## config.mk

```make
export PLATFORM = sky130hd
export DESIGN_NAME = user_test_pattern_sequencer
export DESIGN_NICKNAME = d
export VERILOG_FILES = /design/src/hdl/upat_pkg.sv /design/src/hdl/user_test_pattern_sequencer.sv
export SDC_FILE = /design/constraint.sdc
export NUM_CORES = 1
export LEC_CHECK = 0
export ABC_CLOCK_PERIOD_IN_PS = 2850
export BUFFER_PORTS_ARGS = -buffer_cell sky130_fd_sc_hd__buf_2
export CAP_MARGIN = 30
export CORE_MARGIN = 5
export CORE_UTILIZATION = 45
export CTS_CLUSTER_SIZE = 24
export DETAILED_ROUTE_END_ITERATION = 12
export PLACE_DENSITY_LB_ADDON = 0.15
export SLEW_MARGIN = 0
export SYNTH_ARGS = -nofsm -noshare
export SYNTH_HDL_FRONTEND = slang
export SYNTH_SLANG_ARGS = --single-unit
```

## constraint.sdc

```tcl
create_clock -name clock -period 2.85 [get_ports clock]
set_input_delay 0.4275 -clock clock [delete_from_list [all_inputs] [get_ports clock]]
set_output_delay 0.4275 -clock clock [all_outputs]
set_load 0.01 [all_outputs]
```

## src/hdl/upat_pkg.sv

```systemverilog
package upat_pkg;

	// -----------------------------------------------------------------
	// register indices (byte address is four times the index)
	// -----------------------------------------------------------------
	localparam logic [11:0] CTRL_IDX    = 12'h550;  // sequencer control
	localparam logic [11:0] WORD_LO_IDX = 12'h551;  // word one low byte
	localparam logic [11:0] WORD_HI_IDX = 12'h558;  // word four high byte
	localparam logic [11:0] STAT_IDX    = 12'h55F;  // sequencer status

	// -----------------------------------------------------------------
	// control fields, codes and reset values
	// -----------------------------------------------------------------
	localparam int          SEQ_SEL_POS = 7;         // custom_sequence_select
	localparam int          TPS_LSB     = 0;         // test_pattern_select lsb
	localparam logic [3:0]  TPS_USER    = 4'h8;      // user-pattern code
	localparam logic [7:0]  CTRL_WMASK  = 8'hBF;     // bit 6 reserved, reads 0
	localparam logic [7:0]  CTRL_RST    = 8'h00;     // control reset value
	localparam logic [15:0] WORD_RST    = 16'h0000;  // custom word reset value
	localparam logic [15:0] ZERO_WORD   = 16'h0000;  // single-shot tail value

	// sequencer states, gray along idle-w1-w2-w3-w4-done
	typedef enum logic [2:0]
	{
		SEQ_IDLE = 3'h0,
		SEQ_W1   = 3'h1,
		SEQ_W2   = 3'h3,
		SEQ_W3   = 3'h2,
		SEQ_W4   = 3'h6,
		SEQ_DONE = 3'h7
	} seq_e;

	// apb request from the master
	typedef struct packed
	{
		logic        psel;
		logic        penable;
		logic        pwrite;
		logic [15:0] paddr;
		logic [31:0] pwdata;
	} apb_req_s;

	// apb answer to the master
	typedef struct packed
	{
		logic [31:0] prdata;
		logic        pready;
		logic        pslverr;
	} apb_rsp_s;

	// whole state of the sequencer
	typedef struct packed
	{
		logic [7:0]       ctrl;
		logic [3:0][15:0] words;
		seq_e             seq;
		logic [15:0]      out;
		logic             active;
		apb_rsp_s         rsp;
	} state_s;

	localparam state_s ST_RST = '{ctrl: CTRL_RST, words: {4{WORD_RST}}, seq: SEQ_IDLE,
		out: ZERO_WORD, active: 1'b0, rsp: '0};

endpackage

```

## src/hdl/user_test_pattern_sequencer.sv

```systemverilog
// The register offsets and the APB register port were decided locally.
`timescale 1ns/1ps

// Functional notes
// [RULE1] sequence select only matters in user mode
// [RULE2] select clear: words one..four, repeat forever
// [RULE3] select set: words one..four once, then zeros
// [RULE4] each word from its own byte pair
// [RULE5] select code 1000 enters user pattern mode
// [RULE6] 16-bit words, low/high bytes, reset zero
// [RULE7] every sequence starts with word one
module user_test_pattern_sequencer
(
	input  wire logic              clock,            // 50 MHz sample clock
	input  wire logic              sys_rst,          // sync reset, high
	input  wire upat_pkg::apb_req_s req,             // apb request
	output      upat_pkg::apb_rsp_s rsp,             // apb answer
	input  wire logic [15:0]       conv_sample,      // converter sample in
	output      logic [15:0]       out_sample,       // sample to framer
	output      logic              out_user_active   // user pattern on out
);

	// -----------------------------------------------------------------
	// helper functions
	// -----------------------------------------------------------------

	// true when the index falls on a custom word byte
	function automatic logic word_hit(input logic [11:0] idx);
		word_hit = (idx >= upat_pkg::WORD_LO_IDX) && (idx <= upat_pkg::WORD_HI_IDX);
	endfunction

	// which of the four words an index belongs to
	function automatic logic [1:0] word_num(input logic [11:0] idx);
		logic [11:0] off;
		off = idx - upat_pkg::WORD_LO_IDX;
		word_num = off[2:1];
	endfunction

	// low byte sits at the odd index, high byte at the even one
	function automatic logic word_high(input logic [11:0] idx);
		word_high = ~idx[0];
	endfunction

	// -----------------------------------------------------------------
	// state and decode
	// -----------------------------------------------------------------
	upat_pkg::state_s s_r;      // all registered state
	upat_pkg::state_s s_nxt;    // next value of the state

	logic [11:0] idx;           // word index of the bus address
	logic        acc;           // access phase present
	logic        wr_go;         // write completes at this edge
	logic        user_now;      // control selects user pattern mode
	logic        sel_now;       // single-shot selected

	assign idx      = req.paddr[13:2];
	assign acc      = req.psel & req.penable;
	// a write lands only on the edge where pready is seen high
	assign wr_go    = acc & req.pwrite & s_r.rsp.pready;
	assign user_now = s_r.ctrl[upat_pkg::TPS_LSB +: 4] == upat_pkg::TPS_USER;   // RULE5
	// the select bit is only looked at together with the user code
	assign sel_now  = user_now & s_r.ctrl[upat_pkg::SEQ_SEL_POS];                // RULE1

	// -----------------------------------------------------------------
	// next-state logic: bus slave, registers, sequencer
	// -----------------------------------------------------------------
	always_comb
	begin
		s_nxt = s_r;
		// pready is a one-cycle answer; data holds until next access
		s_nxt.rsp.pready  = 1'b0;
		s_nxt.rsp.pslverr = 1'b0;

		// answer one cycle into the access phase
		if (acc && !s_r.rsp.pready)
		begin
			s_nxt.rsp.pready = 1'b1;
			if (idx == upat_pkg::CTRL_IDX)
			begin
				// control readback, reserved bit reads zero
				s_nxt.rsp.prdata = {24'h000000, s_r.ctrl};
			end
			else if (word_hit(idx))
			begin
				// one byte of one custom word
				s_nxt.rsp.prdata = word_high(idx)
					? {24'h000000, s_r.words[word_num(idx)][15:8]}
					: {24'h000000, s_r.words[word_num(idx)][7:0]};
			end
			else if (idx == upat_pkg::STAT_IDX)
			begin
				// live sequencer state for software
				s_nxt.rsp.prdata = {27'h0000000, s_r.seq == upat_pkg::SEQ_DONE, s_r.active, s_r.seq};
			end
			else
			begin
				// unmapped: zero data and an error answer
				s_nxt.rsp.prdata  = 32'h0000_0000;
				s_nxt.rsp.pslverr = 1'b1;
			end
			// writes return no data, whatever the place
			if (req.pwrite)
			begin
				s_nxt.rsp.prdata = 32'h0000_0000;
			end
		end

		// register writes
		if (wr_go)
		begin
			if (idx == upat_pkg::CTRL_IDX)
			begin
				s_nxt.ctrl = req.pwdata[7:0] & upat_pkg::CTRL_WMASK;
			end
			else if (word_hit(idx))
			begin
				// each byte register feeds only its own half
				if (word_high(idx))
				begin
					s_nxt.words[word_num(idx)][15:8] = req.pwdata[7:0];   // RULE6
				end
				else
				begin
					s_nxt.words[word_num(idx)][7:0] = req.pwdata[7:0];    // RULE6
				end
			end
		end

		// sequencer walk
		case (s_r.seq)
			upat_pkg::SEQ_IDLE:
			begin
				// entering user mode always starts at word one
				s_nxt.seq = upat_pkg::SEQ_W1;                        // RULE7
			end
			upat_pkg::SEQ_W1:
			begin
				s_nxt.seq = upat_pkg::SEQ_W2;
			end
			upat_pkg::SEQ_W2:
			begin
				s_nxt.seq = upat_pkg::SEQ_W3;
			end
			upat_pkg::SEQ_W3:
			begin
				s_nxt.seq = upat_pkg::SEQ_W4;
			end
			upat_pkg::SEQ_W4:
			begin
				// repeat wraps, single shot parks in done
				s_nxt.seq = sel_now ? upat_pkg::SEQ_DONE : upat_pkg::SEQ_W1;   // RULE2 RULE3
			end
			upat_pkg::SEQ_DONE:
			begin
				// clearing the select bit restarts the cycle
				s_nxt.seq = sel_now ? upat_pkg::SEQ_DONE : upat_pkg::SEQ_W1;   // RULE3
			end
			default:
			begin
				s_nxt.seq = upat_pkg::SEQ_IDLE;
			end
		endcase
		// any other test mode parks the sequencer
		if (!user_now)
		begin
			s_nxt.seq = upat_pkg::SEQ_IDLE;                          // RULE5
		end

		// output word follows the next state so it leaves a flop
		case (s_nxt.seq)
			upat_pkg::SEQ_W1:   s_nxt.out = s_r.words[0];            // RULE4
			upat_pkg::SEQ_W2:   s_nxt.out = s_r.words[1];            // RULE4
			upat_pkg::SEQ_W3:   s_nxt.out = s_r.words[2];            // RULE4
			upat_pkg::SEQ_W4:   s_nxt.out = s_r.words[3];            // RULE4
			upat_pkg::SEQ_DONE: s_nxt.out = upat_pkg::ZERO_WORD;     // RULE3
			default:            s_nxt.out = conv_sample;             // RULE1
		endcase
		s_nxt.active = s_nxt.seq != upat_pkg::SEQ_IDLE;
	end

	// -----------------------------------------------------------------
	// state register
	// -----------------------------------------------------------------
	always_ff @(posedge clock)
	begin
		if (sys_rst)
		begin
			s_r <= upat_pkg::ST_RST;                                 // RULE6
		end
		else
		begin
			s_r <= s_nxt;
		end
	end

	// outputs straight from the state flops
	assign rsp             = s_r.rsp;
	assign out_sample      = s_r.out;
	assign out_user_active = s_r.active;
endmodule

```

==> results of run 1 <==
## logic make-up (layout without fill, tap and decap cells)
family                   after synthesis  count (layout)
AO/OA/AOI/OAI                         64              64
other                                  1              24
adder cells (fa/ha/maj)                2               2
AND/OR/NAND/NOR                      232             232
multiplexers                          93              93
flip-flops                           101             101
buffers and inverters                100             113
XOR/XNOR                               3               3
## through the flow
step	hold WS, ns	utilization (%)	std cells	setup WS (ns)	instance area (sq um)
4_1_cts	0.339	50.3	775	0.578	5750
3_3_place_gp	0.447	47.6	760	0.259	5430
3_5_place_dp	0.442	47.6	760	0.206	5430
5_1_grt	0.360	50.3	775	0.425	5750
6_report	0.340	50.3	775	0.639	5750
2_1_floorplan	0.426	-	619	0.707	5310
## how the worst min path moves through the flow
stage	start	to
floorplan	rsp[4]	rsp[4]
global placement	rsp[4]	rsp[4]
detailed placement	rsp[4]	rsp[4]
CTS	conv_sample[8]	out_sample[8]
global route	conv_sample[6]	out_sample[6]
finish	conv_sample[4]	out_sample[4]
## layer usage
| layer | global-route usage (%) | vias to the layer above | part of all wire [%] |
|---|---|---|---|
| met5 | 0 | - | 0 |
| met4 | 7.46 | 0 | 2.8 |
| met3 | 4.32 | 29 | 6.4 |
| met2 | 34.8 | 151 | 49 |
| met1 | 24.1 | 2080 | 41 |
| li1 | - | 2062 | - |
## worst max-delay path, cell delays in order
cell	delay, ns
buf_2	0.17
inv_1	0.08
ha_1	0.54
and2_1	0.40
nand4_2	0.44
mux2i_1	0.29
nor2_1	0.05
## power by group through the flow
stage               clock network (mW)  registers [mW]  logic, mW
detailed placement                   0            1.46      0.253
CTS                               1.33            1.43      0.254
finish                            1.31            1.43      0.254
global route                      1.39            1.43      0.277
global placement                     0            1.46      0.252
floorplan                            0            1.46      0.196
## cell usage after synthesis (2+ instances only)
library cell,number
nor2_1,105
a32o_1,4
ha_1,2
buf_2,11
a21oi_1,6
a31oi_1,2
mux4_2,3
nor3_4,2
nor4_1,2
nor2b_1,3
mux2i_1,90
a41o_1,4
and4bb_2,2
nor3b_1,4
nand3_1,25
nand2_1,68
a222oi_1,16
clkbuf_1,25
nor3_1,5
inv_1,6
nand4_2,4
o21ai_0,19
buf_4,53
buf_1,2
and4_1,2
and2_1,4
dfxtp_1,101
## registers in the layout, summed over array words and instances, names as in the netlist
register	count
out_user_active	1
s_r	74
out_sample	16
rsp	10
## area by class of cell
| type | count | area (sq um) |
|---|---|---|
| fillers | 1115 | 5670 |
| well taps | 143 | 179 |
| clock buffers | 10 | 239 |
| multi-input cells | 418 | 2690 |
| repair buffers | 92 | 523 |
| inverters | 6 | 22.5 |
| flip-flops and latches | 101 | 2020 |
| clock inverters | 5 | 75.1 |
==> qor.yml, run 1 <==
run_status:
  status: "finished clean"
global_route:
  grt_max_degree: 97
  grt_pass1_wl_mm: 22.1
  antenna_found_initial: 0
  grt_usage_pct: 20.0
  first_global_vias: 4194
  grt_overflow_total: 0
clock_tree:
  cts_root_buf: "clkbuf_16"
  cts_resized: 0
  cts_max_path_buffers: 2
  cts_setup_buffers: 0
  cts_num_sinks: 101
  cts_buffers: 9
  cts.clk_slew.worst_paths_ns: 0.07
  htreeDepth: 3
  cts_tree: "built"
  cts.hold.buffers_added: 0
  insertion_delay_ns: 0.35
setup_path:
  crit_required_ns: 3.05
  r2r_cells: 6
  crit_start: "req[34]"
  path_class: "in2reg"
  cp-endpoint: "s_r[56]"
  r2r_end: "s_r[97]"
  end_kind: "flop"
  cp.arrival_ns: 2.42
  timing.critical_path.from_type: "primary input"
  reg2reg_from: "rsp[1]"
  reg2reg_slack_ns: 0.74
  cp_max_fo: 9
die:
  die_w_um: 118
  dieHeight_um: 118
  start_util_pct: 45.7
  die_area_sq_um: 13900
  pin_count: 120
  design.core.area_sq_um: 11400
  rows: 39
place:
  place_congestion: 0.831
  port_buffers: 67
  place_hpwl_mm: 9.75
yosys:
  synthMuxAreaShare_pct: 18.5
  ys_ff_latch: 101
  syn_avg_cell_area_sq_um: 8.76
  synth_cells: 596
  synth_top_area_share_pct: 38.7
  yosysUniqueCellTypes: 53
  synth_area_leader_cell: "dfxtp_1"
  synth-simple-area-share_pct: 20.2
  syn_area_sq_um: 5220
  synth_top_family_by_area: "simple AND/OR/NAND/NOR gates"
  synthXorXnorAreaFrac_pct: 0.647
  synth_compound_area_share_pct: 9.71
  synth_edf_count: 0
  yosys-top-cells-area: "dfxtp_1, mux2i_1, buf_4"
  synthAdderAreaFrac_pct: 0.479
  ys_seq_area_share_pct: 38.7
  yosysWarningCount: 0
  synthArstFlopShare_pct: 0
  synthFlopType: "dfxtp_1"
detailed_routing:
  vias: 4322
  drt_wl_total_mm: 14.0
  drtPass1Iterations: 5
  post_drt_wl_per_cell_um: 18.0
  drt_iter0_markers: 300
  ant_nets: 0
  drcViolationCount: 0
  vias_per_cell: 5.58
sta:
  period_needed_ns: 2.21
  slew_viol_final: 0
  tightest_slew_ns: 0.989
  final.setup.tns_ns: 0
  finalHoldViolations: 0
  fmax_mhz: 452
  finClkSkew_ns: 0.00506
  slew_headroom_pct: 34.0
  timing.final.crit_share_pct: 77.6
  rsz0062_at_grt: "no"
  setup_viol: 0
power_and_ir_drop:
  seq_power_share_pct: 47.8
  ir_drop_uv: 417
  internal_power_mw: 2.30
  clockPowerShare_pct: 43.7
  power_mw: 2.99
  switchingPower_uw: 690
  power_density_nw_per_um2: 520
  sw_frac_of_total_pct: 23.1
  leakage_nw: 2.42
  combPwrFrac_pct: 8.5
worst_hold_path:
  hp-class: "in2reg"
  min_path_cells: 3
cells_and_area:
  final_common_cell: "nor2_1"
  final_nets: 699
  area.growth.synth_to_final_pct: 10.1
  final_cell_mix: "nor2_1, dfxtp_1, mux2i_1"
  num_antenna_cells: 0
  drive_gt1_share_pct: 19.6
run:
  cap_violations: 0
Power figures use the tool's default switching activity.
==> run 2, diff against run 1 <==
--- a/config.mk
+++ b/config.mk
@@ -5,7 +5,7 @@
 export SDC_FILE = /design/constraint.sdc
 export NUM_CORES = 1
 export LEC_CHECK = 0
-export ABC_CLOCK_PERIOD_IN_PS = 2850
+export ABC_CLOCK_PERIOD_IN_PS = 2100
 export BUFFER_PORTS_ARGS = -buffer_cell sky130_fd_sc_hd__buf_2
 export CAP_MARGIN = 30
 export CORE_MARGIN = 5
==> constraint.sdc (replaced) <==
create_clock -name clock -period 2.1 [get_ports clock]
set_input_delay 0.315 -clock clock [delete_from_list [all_inputs] [get_ports clock]]
set_output_delay 0.315 -clock clock [all_outputs]
set_load 0.01 [all_outputs]
==> run 2 against run 1 <==
Effect of this change: sequential share of layout area decreased by 1.1 points; setup slack got worse by 0.42 ns; first-iteration DRC count increased by 12%; largest cell class unchanged.
==> qor.yml, run 2 (same netlist as run 1, synthesis figures left out) <==
setup_path:
  crit_path_max_incr_delay_ns: 0.57
  cp_cell_sequence: "or4b_1, a21o_4, a222oi_1, nor2_1"
  cp.arrival_ns: 2.10
  slowest_stage: "or4b_1"
  crit_family: "compound AO/OA/AOI/OAI gates"
  path_class: "reg2reg"
  cp_max_fo: 17
  end_kind: "flop"
  timing.critical_path.from_type: "flop"
  crit_required_ns: 2.32
  cp_num_buf_inv: 0
clock_tree:
  cts_buffers: 9
  cts_max_path_buffers: 2
  cts_resized: 0
  cts_tree: "built"
  insertion_delay_ns: 0.34
  htreeDepth: 3
  cts.hold.buffers_added: 0
  cts.clk_slew.worst_paths_ns: 0.06
  cts_root_buf: "clkbuf_16"
  cts_setup_buffers: 0
  cts_num_sinks: 101
power_and_ir_drop:
  combPwrFrac_pct: 9.9
  seq_power_share_pct: 51.5
  switchingPower_uw: 900
  leakage_nw: 2.52
  sw_frac_of_total_pct: 23.9
  clockPowerShare_pct: 38.6
  internal_power_mw: 2.86
  power_density_nw_per_um2: 635
  ir_drop_uv: 662
sta:
  finClkSkew_ns: 0.00765
  slew_headroom_pct: 58.4
  timing.final.crit_share_pct: 89.6
  slew_viol_final: 0
  worst_slack_ns: 0.219
  setup_viol: 0
  rsz0062_at_grt: "no"
  fmax_mhz: 532
  tightest_slew_ns: 0.623
  finalHoldViolations: 0
  final.setup.tns_ns: 0
  period_needed_ns: 1.88
place:
  place_hpwl_mm: 10.4
  dp_cells: 786
  port_buffers: 67
  dp_slack_ns: -0.0189
  place_congestion: 0.876
detailed_routing:
  drtPass1Iterations: 6
  vias_per_cell: 5.50
  post_drt_wl_per_cell_um: 18.0
  drt_iter0_markers: 336
  ant_nets: 0
  vias: 4403
  drcViolationCount: 0
  drt_wl_total_mm: 14.4
cells_and_area:
  final_cells: 800
  largest_register: "s_r"
  fin_util_pct: 51.9
  drive_gt1_share_pct: 22.2
  area.growth.synth_to_final_pct: 13.5
  final_cell_mix: "nor2_1, dfxtp_1, mux2i_1"
  num_antenna_cells: 0
  final_nets: 725
  fill_cells: 1104
  final_common_cell: "nor2_1"
  largest_register_ff_count: 74
die:
  start_util_pct: 45.7
  dieHeight_um: 118
  die_w_um: 118
  design.core.area_sq_um: 11400
  die_area_sq_um: 13900
  pin_count: 120
  rows: 39
global_route:
  grt_pass1_wl_mm: 23.1
  first_global_vias: 4425
  grt_overflow_total: 0
  grt_max_degree: 50
  antenna_found_initial: 0
  grt_usage_pct: 20.6
run:
  cap_violations: 0
run_status:
  status: "finished clean"
worst_hold_path:
  hp-class: "in2reg"
==> run 2: cell count changes in the layout (fill, tap and decap cells not counted) <==
cell,change
clkbuf_8,-1
buf_12,+4
clkinvlp_4,+1
buf_4,+22
bufinv_16,-2
clkbuf_1,+3
clkinv_2,-2
==> run 2: layer usage <==
metal,vias up,GRT usage (%),wire [um]
met1,2118,25.5,5980
li1,2111,-,-
met5,-,0,0
met4,0,5.16,225
met3,18,4.90,877
met2,156,36.1,7290
==> run 2: through the flow <==
stage,total power [mW],hold WS [ns],area [sq um]
4_1_cts,3.80,0.229,5930
3_3_place_gp,2.35,0.442,5680
2_1_floorplan,2.25,0.426,5310
6_report,3.76,0.235,5930
5_1_grt,3.93,0.263,5930
3_5_place_dp,2.35,0.451,5680
==> run 2: area by class of cell <==
type                       count  area [sq um]  area share (%)
tap                          143           179            3.02
inverter                       6          22.5           0.380
timing repair buffer         118           768            13.0
clock buffer                  12           236            3.99
sequential                   101          2020            34.1
clock inverter                 2          12.5           0.211
multi-input combinational    418          2690            45.3
==> run 2: worst paths after layout <==
kind | cells after the start | end | slack, ns | start
worst max-delay path | 4 | out_sample[10] | 0.22 | s_r[118]
worst min-delay path | 3 | out_sample[1] | 0.24 | conv_sample[1]
worst min register to register | 2 | rsp[4] | 0.46 | rsp[4]
worst max register to register | 4 | out_sample[10] | 0.22 | s_r[118]
==> run 2: tightest hold or removal path, stage by stage <==
cell      delay, ns
buf_2          0.07
a222oi_1       0.08
nor2_1         0.08
==> run 2: power groups by stage <==
stage,combinational [mW],sequential [mW],clock (mW)
2_1_floorplan,0.265,1.98,0
3_3_place_gp,0.370,1.98,0
3_5_place_dp,0.372,1.98,0
4_1_cts,0.373,1.94,1.49
5_1_grt,0.406,1.94,1.58
6_report,0.374,1.94,1.45
==> run 3, diff against run 2 <==
--- a/config.mk
+++ b/config.mk
@@ -8,6 +8,7 @@
 export ABC_CLOCK_PERIOD_IN_PS = 2100
 export BUFFER_PORTS_ARGS = -buffer_cell sky130_fd_sc_hd__buf_2
 export CAP_MARGIN = 30
+export CORE_ASPECT_RATIO = 0.7
 export CORE_MARGIN = 5
 export CORE_UTILIZATION = 45
 export CTS_CLUSTER_SIZE = 24
==> run 3 against run 2 <==
Effect of this change: final cell count increased by 1.8%; combinational power increased by 4%; power increased by 3.5%; setup slack got worse by 0.073 ns; clock power increased by 8%; sequential power about the same; highest routed layer unchanged; critical endpoint is now out_sample[11]; worst hold slack got worse by 0.0033 ns; die area increased by 0.25%; critical path depth unchanged; design area increased by 0.97%.
==> qor.yml, run 3 (same netlist as run 1, synthesis figures left out) <==
detailed_routing:
  ant_nets: 0
  post_drt_wl_per_cell_um: 18.0
  drt_iter0_markers: 368
  vias: 4424
  vias_per_cell: 5.43
  drt_wl_total_mm: 14.6
  drcViolationCount: 0
  drtPass1Iterations: 7
power_and_ir_drop:
  power_mw: 3.90
  leakage_nw: 2.54
  ir_drop_uv: 429
  power_density_nw_per_um2: 651
worst_hold_path:
  hold_start: "conv_sample[1]"
  hp-class: "in2reg"
place:
  place_congestion: 0.921
  place_hpwl_mm: 10.7
  dp_cells: 798
  postPlaceCellArea_sq_um: 5710
  port_buffers: 67
sta:
  slew_viol_final: 0
  period_needed_ns: 1.95
  whs_ns: 0.232
  fmax_mhz: 512
  slew_headroom_pct: 59.1
  final.setup.tns_ns: 0
  timing.final.crit_share_pct: 93.1
  finalHoldViolations: 0
  rsz0062_at_grt: "no"
  finClkSkew_ns: 0.00848
  setup_viol: 0
  tightest_slew_ns: 0.612
clock_tree:
  cts_num_sinks: 101
  cts_buffers: 9
  cts_max_path_buffers: 2
  cts_tree: "built"
  cts.hold.buffers_added: 0
  cts_resized: 0
  cts.clk_slew.worst_paths_ns: 0.07
  cts_setup_buffers: 0
  htreeDepth: 3
  insertion_delay_ns: 0.35
  cts_root_buf: "clkbuf_16"
global_route:
  grt_max_degree: 97
  first_global_vias: 4225
  antenna_found_initial: 0
  grt_pass1_wl_mm: 22.8
  grt_usage_pct: 20.8
  grt_overflow_total: 0
cells_and_area:
  finish.instance_area_sq_um: 5980
  largest_register: "s_r"
  largest_register_ff_count: 74
  drive_gt1_share_pct: 22.8
  final_cell_mix: "nor2_1, dfxtp_1, mux2i_1"
  final_cells: 814
  final_common_cell: "nor2_1"
  num_antenna_cells: 0
  area.growth.synth_to_final_pct: 14.6
  final_nets: 727
setup_path:
  timing.critical_path.from_type: "flop"
  path_class: "reg2reg"
  reg2reg_from: "s_r[118]"
  crit_required_ns: 2.32
  end_kind: "flop"
  crit_start: "s_r[118]"
  cp.arrival_ns: 2.18
  cp_max_fo: 17
die:
  start_util_pct: 46.7
  die_area_sq_um: 13900
  dieHeight_um: 100
  design.core.area_sq_um: 11200
  pin_count: 120
  rows: 32
  die_w_um: 139
run:
  cap_violations: 0
run_status:
  status: "finished clean"
[run 3: power by group]
group | leakage, nW | internal [mW] | switching [mW]
clock | 0.129 | 0.844 | 0.727
sequential | 0.818 | 1.93 | 0.00445
combinational | 1.59 | 0.155 | 0.235
total | 2.54 | 2.93 | 0.966
[run 3: area by class of cell]
cell class / count / area, sq um
Clock buffer: 12 / 246
Timing Repair Buffer: 120 / 783
Clock inverter: 4 / 32.5
Sequential cell: 101 / 2020
Tap cell: 153 / 191
Fill cell: 1050 / 5190
Multi-Input combinational cell: 418 / 2690
Inverter: 6 / 22.5
[run 3: routing by layer]
metal  up-vias  wire, um  GRT usage, %
li1       2126         -             -
met2       143      6700          32.8
met1      2142      6770          29.0
met3        13       993          4.67
met5         -         0             0
met4         0       169          5.56
[run 3: worst max-delay path: stages, from the launching register on]
cell	delay, ns
dfxtp_1	0.33
or4b_1	0.60
a21o_4	0.31
a222oi_1	0.50
nor2_1	0.08
[run 3: through the flow]
| stage | setup WS, ns | util, % |
|---|---|---|
| 3_5_place_dp | -0.145 | 51.1 |
| 4_1_cts | 0.181 | 53.6 |
| 6_report | 0.146 | 53.6 |
| 3_3_place_gp | -0.115 | 51.1 |
| 5_1_grt | 0.0293 | 53.6 |
| 2_1_floorplan | 0.0698 | - |
[run 3: worst paths after layout]
path,to,slack (ns),depth (start not counted)
worst max register to register,out_sample[11],0.15,4
worst max-delay path,out_sample[11],0.15,4
worst min register to register,rsp[2],0.47,1
worst min-delay path,out_sample[1],0.23,3
